==> config.mk <==
export PLATFORM = sky130hd
export DESIGN_NAME = strse_top
export DESIGN_NICKNAME = d
export VERILOG_FILES = /design/src/hw/strse_pkg.sv /design/src/hw/strse_top.sv /design/src/hw/strse_field_pack.sv
export SDC_FILE = /design/constraint.sdc
export NUM_CORES = 1
export LEC_CHECK = 0
export BUFFER_PORTS_ARGS = -buffer_cell sky130_fd_sc_hd__buf_2
export CORE_MARGIN = 5
export CORE_UTILIZATION = 50
export DETAILED_ROUTE_END_ITERATION = 10
export HOLD_SLACK_MARGIN = 0.05
export PLACE_DENSITY = 0.82
export RECOVER_POWER = 100
export SETUP_SLACK_MARGIN = 0.3
export SLEW_MARGIN = 30
export SYNTH_ARGS = -nofsm -noshare
export SYNTH_HDL_FRONTEND = slang
export SYNTH_SLANG_ARGS = --single-unit
==> constraint.sdc <==
create_clock -name sys_clk -period 3.57 [get_ports sys_clk]
set_clock_uncertainty 0.05 [all_clocks]
set_input_delay 0.357 -clock sys_clk [delete_from_list [all_inputs] [get_ports sys_clk]]
set_output_delay 0.357 -clock sys_clk [all_outputs]
set_load 0.005 [all_outputs]
==> src/hw/strse_pkg.sv <==
// Purpose: Shared constants for the register-move trap syndrome encoder
// Assumes: 32-bit register port, word addresses as listed here
// Notes:   Field positions follow the 25-bit syndrome layout
package strse_pkg;

   // Syndrome field positions
   localparam int unsigned SYN_W        = 25;
   localparam int unsigned PV_BIT       = 24;
   localparam int unsigned PC_LSB       = 20;
   localparam int unsigned OSB_LSB      = 17;
   localparam int unsigned OSA_LSB      = 14;
   localparam int unsigned MAJ_LSB      = 10;
   localparam int unsigned GPR_LSB      = 5;
   localparam int unsigned MIN_LSB      = 1;
   localparam int unsigned DIR_BIT      = 0;

   // Fixed field values
   localparam logic [3:0] PREDICATE_CODE_ALWAYS   = 4'he;
   localparam logic [2:0] FP_OSB        = 3'h0;
   localparam logic [2:0] FP_OSA        = 3'h7;
   localparam logic [3:0] FP_MINOR      = 4'h0;
   localparam logic [3:0] GPR_PC_SPEC   = 4'hf;
   localparam logic [4:0] GPR_ZR_INDEX  = 5'h1f;
   localparam logic       DIR_WRITE     = 1'b0;
   localparam logic       DIR_READ      = 1'b1;

   // Coprocessor numbers and exception classes
   localparam logic [3:0] CP_SYSTEM     = 4'hf;
   localparam logic [3:0] CP_DEBUG      = 4'he;
   localparam logic [5:0] EC_CP15_MOVE  = 6'h03;
   localparam logic [5:0] EC_CP14_MOVE  = 6'h05;
   localparam logic [5:0] EC_FP_ID_READ = 6'h08;
   localparam logic [5:0] EC_NONE       = 6'h00;

   // Register port map (word addresses)
   localparam logic [3:0] ADDR_SYNDROME = 4'h0;
   localparam logic [3:0] ADDR_CLASS    = 4'h1;
   localparam logic [3:0] ADDR_CTRL     = 4'h2;
   localparam logic [3:0] ADDR_STATUS   = 4'h3;

   // Control register bits
   localparam int unsigned CTRL_NARROW_PV   = 0;
   localparam int unsigned CTRL_PASS_ALWAYS = 1;
   localparam int unsigned CTRL_HSTR_EN     = 2;
   localparam int unsigned CTRL_TTLB        = 3;
   localparam int unsigned CTRL_TID0        = 4;
   localparam int unsigned CTRL_TID3        = 5;
   localparam logic [5:0]  CTRL_RESET       = 6'h00;
   localparam logic [15:0] HSTR_RESET       = 16'h0000;

   typedef enum logic [1:0] {
      STRSE_KIND_WRITE,
      STRSE_KIND_READ,
      STRSE_KIND_FP_READ
   } strse_kind_e;

endpackage

==> src/hw/strse_top.sv <==
// What this block does
// - Condition-valid bit 24 is 1 for traps from the wide state.
// - Fixed-width narrow insn sets valid; compact insn value is a choice.
// - Condition field 23:20 is 0xe for traps from the wide state.
// - Fixed-width: own condition if conditional, else 0xe.
// - Passing conditional fixed-width insn may report 0xe or its condition.
// - Compact insn: valid clear with undefined field, or valid with condition.
// - Bits 19:17 hold selector b; 000 for fp register read.
// - Bits 16:14 hold selector a; 111 for fp register read.
// - Bits 13:10 hold major number; fp read gives its register select.
// - Bits 9:5 hold wide view of transfer register unless specifier is 1111.
// - Specifier 1111, predictable: index reported as 11111.
// - Specifier 1111, unpredictable: 11111 or a usable register's view.
// - Bits 4:1 hold minor number; 0000 for fp register read.
// - Bit 0 is 0 for write, 1 for read or fp read.
// - Syndrome fields have no defined value after warm reset.
// - Trapped coprocessor 1111 moves report class 000011.
// - Trapped coprocessor 1110 moves report class 000101.
// - Trapped fp id group 0/3 reads report class 001000 to hypervisor.
// - Per-register hypervisor trap bits trap coprocessor 1111 accesses.
// - TLB maintenance trap control traps kernel-level maintenance to hypervisor.
//
// Purpose: Records the syndrome of trapped register-move instructions
// Assumes: Pipeline offers each candidate trap as a one-cycle pulse
// Notes:   Registers on a plain strobe port, read data one cycle later
//
// The register offsets and the plain strobed port were left to the implementer.
`timescale 1ns/1ps
module strse_top
   import strse_pkg::*;
(
   // Clock and reset
   input  wire logic             sys_clk,
   input  wire logic             rst_b,
   // Candidate trap from pipeline
   input  wire logic             cand_valid,
   input  wire logic [1:0]       cand_kind,
   input  wire logic             cand_from_wide,
   input  wire logic             cand_compact,
   input  wire logic             cand_conditional,
   input  wire logic [3:0]       cand_predicate_code,
   input  wire logic [3:0]       cand_compact_predicate_code,
   input  wire logic             cand_predicate_code_passed,
   input  wire logic [3:0]       cand_coproc,
   input  wire logic [2:0]       operation_sel_b,
   input  wire logic [2:0]       operation_sel_a,
   input  wire logic [3:0]       sysreg_major,
   input  wire logic [3:0]       sysreg_minor,
   input  wire logic [3:0]       cand_fp_reg_sel,
   input  wire logic [3:0]       cand_gpr_spec,
   input  wire logic [4:0]       cand_gpr_wide,
   input  wire logic             cand_unpredictable,
   input  wire logic [4:0]       cand_unpred_gpr,
   input  wire logic             cand_at_kernel,
   input  wire logic             cand_tlb_maint,
   input  wire logic             cand_id_group0,
   input  wire logic             cand_id_group3,
   input  wire logic             cand_other_trap,
   // Trap commit to exception entry
   output logic                  trap_taken_q,
   output logic                  trap_to_hyp_q,
   // Register port
   input  wire logic [3:0]       reg_addr,
   input  wire logic [31:0]      reg_wdata,
   input  wire logic             reg_wr,
   input  wire logic             reg_rd,
   output logic [31:0]           reg_rdata_q
);
   logic [SYN_W-1:0] syndrome_q;
   logic [5:0]       class_q;
   logic [5:0]       ctrl_q;
   logic [15:0]      hstr_q;
   logic [7:0]       trap_count_q;
   logic [SYN_W-1:0] syn_d;
   logic [5:0]       class_d;
   logic             hstr_hit;
   logic             ttlb_hit;
   logic             fp_hit;
   logic             hyp_hit;
   logic             trap_d;

   strse_field_pack u_pack (
      .kind             (cand_kind),
      .from_wide_state  (cand_from_wide),
      .compact_insn     (cand_compact),
      .is_conditional   (cand_conditional),
      .insn_predicate_code        (cand_predicate_code),
      .compact_predicate_code     (cand_compact_predicate_code),
      .predicate_code_passed      (cand_predicate_code_passed),
      .coproc_num       (cand_coproc),
      .operation_sel_b  (operation_sel_b),
      .operation_sel_a  (operation_sel_a),
      .sysreg_major     (sysreg_major),
      .sysreg_minor     (sysreg_minor),
      .fp_reg_sel       (cand_fp_reg_sel),
      .gpr_spec         (cand_gpr_spec),
      .gpr_wide_view    (cand_gpr_wide),
      .unpredictable    (cand_unpredictable),
      .unpred_gpr_index (cand_unpred_gpr),
      .narrow_pv        (ctrl_q[CTRL_NARROW_PV]),
      .pass_always      (ctrl_q[CTRL_PASS_ALWAYS]),
      .syndrome         (syn_d),
      .exception_class  (class_d)
   );

   // Hypervisor trap decisions
   always_comb
   begin
      hstr_hit = ctrl_q[CTRL_HSTR_EN] && (cand_kind != STRSE_KIND_FP_READ)
                 && (cand_coproc == CP_SYSTEM)
                 && hstr_q[sysreg_major];
      ttlb_hit = ctrl_q[CTRL_TTLB] && cand_tlb_maint && cand_at_kernel
                 && (cand_coproc == CP_SYSTEM)
                 && (cand_kind != STRSE_KIND_FP_READ);
      fp_hit   = (cand_kind == STRSE_KIND_FP_READ)
                 && ((ctrl_q[CTRL_TID0] && cand_id_group0)
                 || (ctrl_q[CTRL_TID3] && cand_id_group3));
      hyp_hit  = hstr_hit || ttlb_hit || fp_hit;
      trap_d   = cand_valid && (hyp_hit || (cand_other_trap
                 && (cand_kind != STRSE_KIND_FP_READ)));
   end

   // Syndrome capture, no reset so fields are unknown until a trap or a software write
   always_ff @(posedge sys_clk)
   begin
      if (trap_d)
      begin
         syndrome_q <= syn_d;
         class_q    <= class_d;
      end
      else if (reg_wr && reg_addr == ADDR_SYNDROME)
         syndrome_q <= reg_wdata[SYN_W-1:0];
   end

   // Commit pulse to exception entry
   always_ff @(posedge sys_clk)
   begin
      if (!rst_b)
      begin
         trap_taken_q  <= 1'b0;
         trap_to_hyp_q <= 1'b0;
      end
      else
      begin
         trap_taken_q  <= trap_d;
         trap_to_hyp_q <= trap_d && hyp_hit;
      end
   end

   // Control and per-register trap bits
   always_ff @(posedge sys_clk)
   begin
      if (!rst_b)
      begin
         ctrl_q <= CTRL_RESET;
         hstr_q <= HSTR_RESET;
      end
      else if (reg_wr && reg_addr == ADDR_CTRL)
      begin
         ctrl_q <= reg_wdata[5:0];
         hstr_q <= reg_wdata[31:16];
      end
   end

   // Saturating count of captured traps, shown in status
   always_ff @(posedge sys_clk)
   begin
      if (!rst_b)
         trap_count_q <= 8'h00;
      else if (trap_d && trap_count_q != 8'hff)
         trap_count_q <= trap_count_q + 8'h01;
   end

   // Read data stands only in the cycle after the strobe
   always_ff @(posedge sys_clk)
   begin
      if (!rst_b)
         reg_rdata_q <= 32'h0000_0000;
      else if (reg_rd)
      begin
         case (reg_addr)
            ADDR_SYNDROME: reg_rdata_q <= {7'h00, syndrome_q};
            ADDR_CLASS:    reg_rdata_q <= {26'h0000000, class_q};
            ADDR_CTRL:     reg_rdata_q <= {hstr_q, 10'h000, ctrl_q};
            ADDR_STATUS:   reg_rdata_q <= {24'h000000, trap_count_q};
            default:       reg_rdata_q <= 32'h0000_0000;
         endcase
      end
      else
         reg_rdata_q <= 32'h0000_0000;
   end
endmodule // strse_top

==> src/hw/strse_field_pack.sv <==
// Purpose: Combinational packing of one trap syndrome word and class
// Assumes: Inputs stable in the commit cycle
// Notes:   Registered by the caller
`timescale 1ns/1ps
module strse_field_pack
   import strse_pkg::*;
(
   // Trap description
   input  wire logic [1:0]       kind,
   input  wire logic             from_wide_state,
   input  wire logic             compact_insn,
   input  wire logic             is_conditional,
   input  wire logic [3:0]       insn_predicate_code,
   input  wire logic [3:0]       compact_predicate_code,
   input  wire logic             predicate_code_passed,
   input  wire logic [3:0]       coproc_num,
   input  wire logic [2:0]       operation_sel_b,
   input  wire logic [2:0]       operation_sel_a,
   input  wire logic [3:0]       sysreg_major,
   input  wire logic [3:0]       sysreg_minor,
   input  wire logic [3:0]       fp_reg_sel,
   input  wire logic [3:0]       gpr_spec,
   input  wire logic [4:0]       gpr_wide_view,
   input  wire logic             unpredictable,
   input  wire logic [4:0]       unpred_gpr_index,
   // Policy
   input  wire logic             narrow_pv,
   input  wire logic             pass_always,
   // Result
   output logic [SYN_W-1:0]      syndrome,
   output logic [5:0]            exception_class
);
   logic       pv;
   logic [3:0] pc;
   logic [2:0] osb;
   logic [2:0] osa;
   logic [3:0] maj;
   logic [3:0] mnr;
   logic [4:0] gpr;
   logic       dir;
   logic       fp;

   always_comb
   begin
      fp = (kind == STRSE_KIND_FP_READ);
      if (from_wide_state)
      begin
         pv = 1'b1;
         pc = PREDICATE_CODE_ALWAYS;
      end
      else if (compact_insn)
      begin
         pv = !narrow_pv;
         pc = narrow_pv ? PREDICATE_CODE_ALWAYS : compact_predicate_code;
      end
      else
      begin
         pv = 1'b1;
         if (!is_conditional || (pass_always && predicate_code_passed))
            pc = PREDICATE_CODE_ALWAYS;
         else
            pc = insn_predicate_code;
      end
      osb = fp ? FP_OSB : operation_sel_b;
      osa = fp ? FP_OSA : operation_sel_a;
      maj = fp ? fp_reg_sel : sysreg_major;
      mnr = fp ? FP_MINOR : sysreg_minor;
      if (gpr_spec != GPR_PC_SPEC)
         gpr = gpr_wide_view;
      else if (!unpredictable)
         gpr = GPR_ZR_INDEX;
      else
         gpr = unpred_gpr_index;
      dir = (kind == STRSE_KIND_WRITE) ? DIR_WRITE : DIR_READ;
      syndrome = {pv, pc, osb, osa, maj, gpr, mnr, dir};
      if (fp)
         exception_class = EC_FP_ID_READ;
      else if (coproc_num == CP_SYSTEM)
         exception_class = EC_CP15_MOVE;
      else if (coproc_num == CP_DEBUG)
         exception_class = EC_CP14_MOVE;
      else
         exception_class = EC_NONE;
   end
endmodule // strse_field_pack

==> flow_summary.yaml, run 1 <==
grt:
  gr-usage-all-layers_pct: 21.9
  gr-total-overflow: 0
  antenna_found_initial: 0
  grt_pass1_wl_um: 16700
  grt_pass1_vias: 3499
  grt_max_degree: 33
floorplan:
  rows: 32
  core_area_sq_um: 7650
  die-area_sq_um: 9630
  die_y_um: 98.1
  initial_core_util_pct: 50.8
  io_pins: 131
  chipWidth_um: 98.1
routing:
  ant_nets: 0
  drt-pass1-iter-count: 5
  routedWlPerCell_um: 16.1
  met1Wirelength_um: 4140
  wl_met3_um: 928
  wirelength_um: 10500
  highest_layer: "met4"
  vias: 3543
  wl_met2_um: 5190
  via_per_inst: 5.43
  drt_drc_violations_left: 0
  drt_iter0_markers: 305
setup_path:
  cp_num_buf_inv: 4
  slowest_stage: "clkbuf_1"
  regToRegStartpoint: "hstr_q[4]"
  cp_common_cell: "clkbuf_1"
  end_kind: "flop"
  crit_path_end: "syndrome_q[18]"
  worstSetupPathType: "in -> reg"
  cp.depth: 9
  crit_required_ps: 3610
  worstPathCellList: "buf_2 -> nand2b_1 -> inv_1 -> nand2_1 -> o211ai_1 -> o31ai_4 -> clkbuf_1 -> clkbuf_1 -> o21ai_0"
  slowest_delay_ps: 460
  reg2reg_to: "syndrome_q[18]"
  r2r_cells: 7
  reg2reg_slack_ps: 940
  setup.worst_path.start: "cand_kind[0]"
  worstPathArrival_ps: 2890
  startpoint_type: "primary input"
  crit_fanout: 14
  crit_family: "buffers and inverters"
cells_and_area:
  multi_input_area_sq_um: 1610
  seq_area_sq_um: 2150
  syn_to_final_growth_pct: 23.2
  nNetsFinal: 645
  final_cell_count_no_fill: 653
  n_fill_cell: 669
  drive_gt1_share_pct: 24.0
  diodes: 0
yosys:
  syn_area_per_cell_sq_um: 9.22
  synth_largest_area_cell: "dfxtp_1"
  yosys.cell_count.top_type: "nand2_1"
  ys_seq_area_share_pct: 55.4
  ys_seq_elements: 93
  yosys_most_used_dff: "dfxtp_1"
  synthArstFlopShare_pct: 0
  syn_inst: 421
  synth.top_cells.by_area: "dfxtp_1 (33%), edfxtp_1 (22%), nand2_1 (9.4%)"
  yosysTopAreaCellShare_pct: 33.0
  ys_top_cells_by_count: "nand2_1 (97), dfxtp_1 (64), a21oi_1 (42)"
  synth_warnings: 0
  synth_fp_nets: 519
  syn_area_sq_um: 3880
  synth_edf_count: 29
  synth.distinct_cells: 41
power_and_ir_drop:
  ir_worst_vdd_mv: 0.238
  p_leak_nw: 1.94
  clkPwrFrac_pct: 33.9
  p_seq_share_pct: 57.0
  combPwrFrac_pct: 9.1
  p_int_mw: 1.53
  p_sw_uw: 442
  switching_share_pct: 22.4
  powerDensity_nw_per_um2: 413
cts:
  clock_latency_ps: 350
  post-cts-setup-buffer-count: 0
  cts_root_buffer: "clkbuf_8"
  ctsResizeCount: 0
  ctsHoldBuffers: 0
  cts_sinks: 93
  cts_buffer_depth: 2
  cts_tree: "yes"
  cts_buffers: 9
  htree_levels: 3
  clkTransAtPathRegs_ps: 90
timing:
  finalHoldViolations: 0
  min_period_ps: 2860
  timing.hold.ws_ps: 199
  tightest_slew_ps: 797
  slew-limit-headroom_pct: 46.7
  period_share_pct: 80.0
  fin_setup_tns_ps: 0
  rsz0062_at_grt: "no"
  slew_violations: 0
  fmax_mhz: 350
  setup_viol: 0
hold_path:
  hp-class: "in -> reg"
placed_design:
  place_hpwl_um: 8090
  place.gp.congestion: 0.924
  place_inst: 638
  io_buffers: 130
run_status:
  outcome: "finished, final reports clean"
run:
  drv_cap: 0
==> routing by layer <==
| metal | up-vias | global-route usage, % |
|---|---|---|
| met3 | 24 | 4.36 |
| met1 | 1608 | 27.3 |
| li1 | 1721 | - |
| met2 | 190 | 36.8 |
| met5 | - | 0 |
| met4 | 0 | 9.90 |
==> per-stage QoR <==
stage / cell area, sq um / power (mW) / setup slack [ps] / util, %
5_1_grt: 4780 / 2.06 / 482 / 62.5
2_1_floorplan: 3880 / 1.24 / 736 / -
3_3_place_gp: 4650 / 1.32 / 729 / 60.8
4_1_cts: 4830 / 1.98 / 948 / 63.2
3_5_place_dp: 4650 / 1.33 / 575 / 60.8
6_report: 4780 / 1.98 / 715 / 62.5
==> area by class of cell <==
class	instances	area share (%)
clock inverters	2	0.733
inverters	11	0.863
flip-flops and latches	93	45.0
repair buffers	137	14.0
clock buffers	13	3.11
multi-input cells	295	33.6
well taps	102	2.67
==> power groups by stage <==
stage / Combinational, mW / Clock, mW / Sequential (mW)
2_1_floorplan: 0.0893 / 0 / 1.15
3_3_place_gp: 0.174 / 0 / 1.15
3_5_place_dp: 0.180 / 0 / 1.15
4_1_cts: 0.181 / 0.677 / 1.12
5_1_grt: 0.199 / 0.731 / 1.13
6_report: 0.180 / 0.670 / 1.13
==> cell families after synthesis <==
group / share of synthesized area (%)
AOI/OAI and AO/OA: 16.0
buffers and inverters: 3.51
and+or+nand+nor: 20.1
muxes: 4.61
DFF: 55.4
adders and majority gates: 0.322
==> state kept, by name (all words and copies together), names as in the netlist <==
signal	flops
reg_rdata_q	32
syndrome_q	25
hstr_q	16
trap_count_q	8
ctrl_q	6
class_q	4
trap_taken_q	1
trap_to_hyp_q	1
==> worst min path at each step <==
stage,start,to,slack (ps),depth (start not counted)
global route,reg_wdata[1],ctrl_q[1],200,3
floorplan,syndrome_q[10],reg_rdata_q[10],370,1
finish,reg_wdata[26],hstr_q[10],200,3
CTS,reg_wdata[26],hstr_q[10],180,3
global placement,syndrome_q[13],reg_rdata_q[13],380,1
detailed placement,syndrome_q[8],reg_rdata_q[8],390,1
==> worst register-to-register path, cell delays in order, from the launching register on <==
cell and delay (ps):
dfxtp_1 340, nor2b_1 140, a211oi_1 250, nor4_2 120
o31ai_4 500, clkbuf_1 460, clkbuf_1 330, o21ai_0 180
==> cell usage in the layout (no fill, tap or decap), drive strengths merged, types with 2 or more instances in the layout <==
cell type and count:
buf 108, nand2 97, dfxtp 64, a21oi 42, clkbuf 42, edfxtp 29
o21ai 28, nor2 27, and2 16, a22oi 15, inv 11, mux2i 10
mux2 7, nand4 5, nand3 5, nand2b 4, and3 4, o22a 4
o31ai 4, nor3 3, or3 3, nor2b 2, a22o 2, a222oi 2
or4 2, nor4 2
(Power assumes the default switching activity.)
==> run 2, diff against run 1 <==
Settings changed: CORE_UTILIZATION 50 to 45, PLACE_DENSITY 0.82 to 0.79.
Clock period 3.57 ns to 2.5 ns, I/O delays scaled along.
==> run 2 against run 1 <==
Net effect: count of clock-buffer cells in the layout down 3; non-clock buffer count up 6; worst setup slack worse by 370 ps; critical path depth down 2; total power up 45%; sequential power up 42%; via count down 2.8%; hold slack worse by 120 ps; clock power up 49%; die area up 9.9%; design area up 1.8%; critical path type is now reg -> reg; critical endpoint is now trap_count_q[2].
==> flow_summary.yaml, run 2 (synthesized netlist as in run 1, its figures left out) <==
placed_design:
  place.gp.congestion: 0.865
  place_area_sq_um: 4710
  place_hpwl_um: 8350
  io_buffers: 130
grt:
  gr-total-overflow: 0
  antenna_found_initial: 0
  gr-usage-all-layers_pct: 20.7
  grt_max_degree: 29
  grt_pass1_wl_um: 16800
  grt_pass1_vias: 3483
run:
  drv_cap: 0
setup_path:
  startpoint_type: "flop"
  crit_required_ps: 2730
  cp_num_buf_inv: 1
  crit_family: "simple AND/OR/NAND/NOR gates"
  end_kind: "flop"
  slowest_delay_ps: 380
  regToRegStartpoint: "hstr_q[0]"
  worstPathArrival_ps: 2390
  crit_fanout: 8
  worstSetupPathType: "reg -> reg"
  slowest_stage: "or3_1"
  reg2reg_slack_ps: 340
  worstPathCellList: "mux2i_1 -> a22o_1 -> nor4_4 -> o31ai_4 -> clkbuf_1 -> or3_1 -> a21oi_1"
  setup.worst_path.start: "hstr_q[0]"
cells_and_area:
  largest_reg_flops: 32
  largest_register: "reg_rdata_q"
  finalInstanceArea_sq_um: 4870
  nNetsFinal: 651
  syn_to_final_growth_pct: 25.4
  final_cell_mix: "buf_2 (110), nand2_1 (96), dfxtp_1 (64)"
  n_fill_cell: 748
  diodes: 0
  mostFrequentLayoutCell: "buf_2"
  drive_gt1_share_pct: 26.2
  top_regs: "reg_rdata_q x32, syndrome_q x25, hstr_q x16"
timing:
  tightest_slew_ps: 761
  timing.hold.ws_ps: 73.8
  min_period_ps: 2160
  rsz0062_at_grt: "yes"
  slew_violations: 0
  fin_setup_tns_ps: 0
  finalHoldViolations: 0
  fmax_mhz: 463
  period_share_pct: 86.3
  setup_viol: 0
  slew-limit-headroom_pct: 49.3
floorplan:
  rows: 33
  initial_core_util_pct: 46.8
  core_area_sq_um: 8300
  io_pins: 131
  die-area_sq_um: 10600
  die_y_um: 103
  chipWidth_um: 103
cts:
  cts_tree: "yes"
  clkTransAtPathRegs_ps: 100
  cts_buffers: 9
  cts_buffer_depth: 2
  cts_root_buffer: "clkbuf_8"
  cts_sinks: 93
  htree_levels: 3
  clock_latency_ps: 350
hold_path:
  min-delay-start: "reg_wdata[27]"
  hp-class: "in -> reg"
routing:
  ant_nets: 0
  via_per_inst: 5.19
  wirelength_um: 10800
  drt_iter0_markers: 276
  routedWlPerCell_um: 16.4
  vias: 3443
  drt_drc_violations_left: 0
  drt-pass1-iter-count: 5
power_and_ir_drop:
  ir_worst_vdd_mv: 0.338
  power_mw: 2.87
  powerDensity_nw_per_um2: 590
  p_leak_nw: 1.98
run_status:
  outcome: "finished, final reports clean"
==> run 2: changes by cell type in the layout (fill, tap and decap cells not counted), sizes merged <==
cell and delta:
clkinvlp +2, clkbuf -5, buf +8, clkinv +1, inv +1
==> run 2: final timing paths <==
| check | to | cells past startpoint |
|---|---|---|
| setup / recovery | trap_count_q[2] | 7 |
| hold / removal | hstr_q[11] | 3 |
| setup reg to reg | trap_count_q[2] | 7 |
| hold reg to reg | reg_rdata_q[11] | 1 |
==> run 2: layer usage <==
layer / GRT usage [%] / up-vias / routed length [um]
met1: 26.2 / 1549 / 4460
met3: 5.28 / 12 / 934
met2: 35.3 / 146 / 5310
li1: - / 1736 / -
met5: 0 / - / 0
met4: 5.68 / 0 / 132
==> run 2: final cells by class <==
class	instances	area (sq um)	share of cell area (%)
timing repair buffer	143	709	14.6
clock buffer	10	128	2.62
clock inverter	6	71.3	1.46
tap	105	131	2.70
sequential	93	2150	44.2
multi-input combinational	295	1640	33.6
inverter	11	41.3	0.848
==> run 2: timing repair <==
item / CTS / global route
hold buffers: 0 / 0
resized for setup: 1 / 2
setup endpoints to repair: 4 / 6
buffers inserted: 0 / 1
==> run 2: report_power, final <==
| part | leakage, nW | internal [mW] | switching [mW] |
|---|---|---|---|
| combinational | 1.10 | 0.115 | 0.149 |
| clock | 0.0931 | 0.470 | 0.531 |
| sequential | 0.793 | 1.59 | 0.0124 |
==> run 2: metrics by stage <==
stage / util (%) / std cells / setup WS, ps
finish: 58.7 / 663 / 342
global route: 58.7 / 663 / 228
CTS: 59.2 / 662 / 343
detailed placement: 56.7 / 646 / 79.9
global placement: 56.7 / 646 / 167
floorplan: - / 421 / 332
==> run 2: tightest hold or removal path, cell delays in order <==
cell and delay (ps):
buf_2 90, nand2_1 40, a21oi_1 50
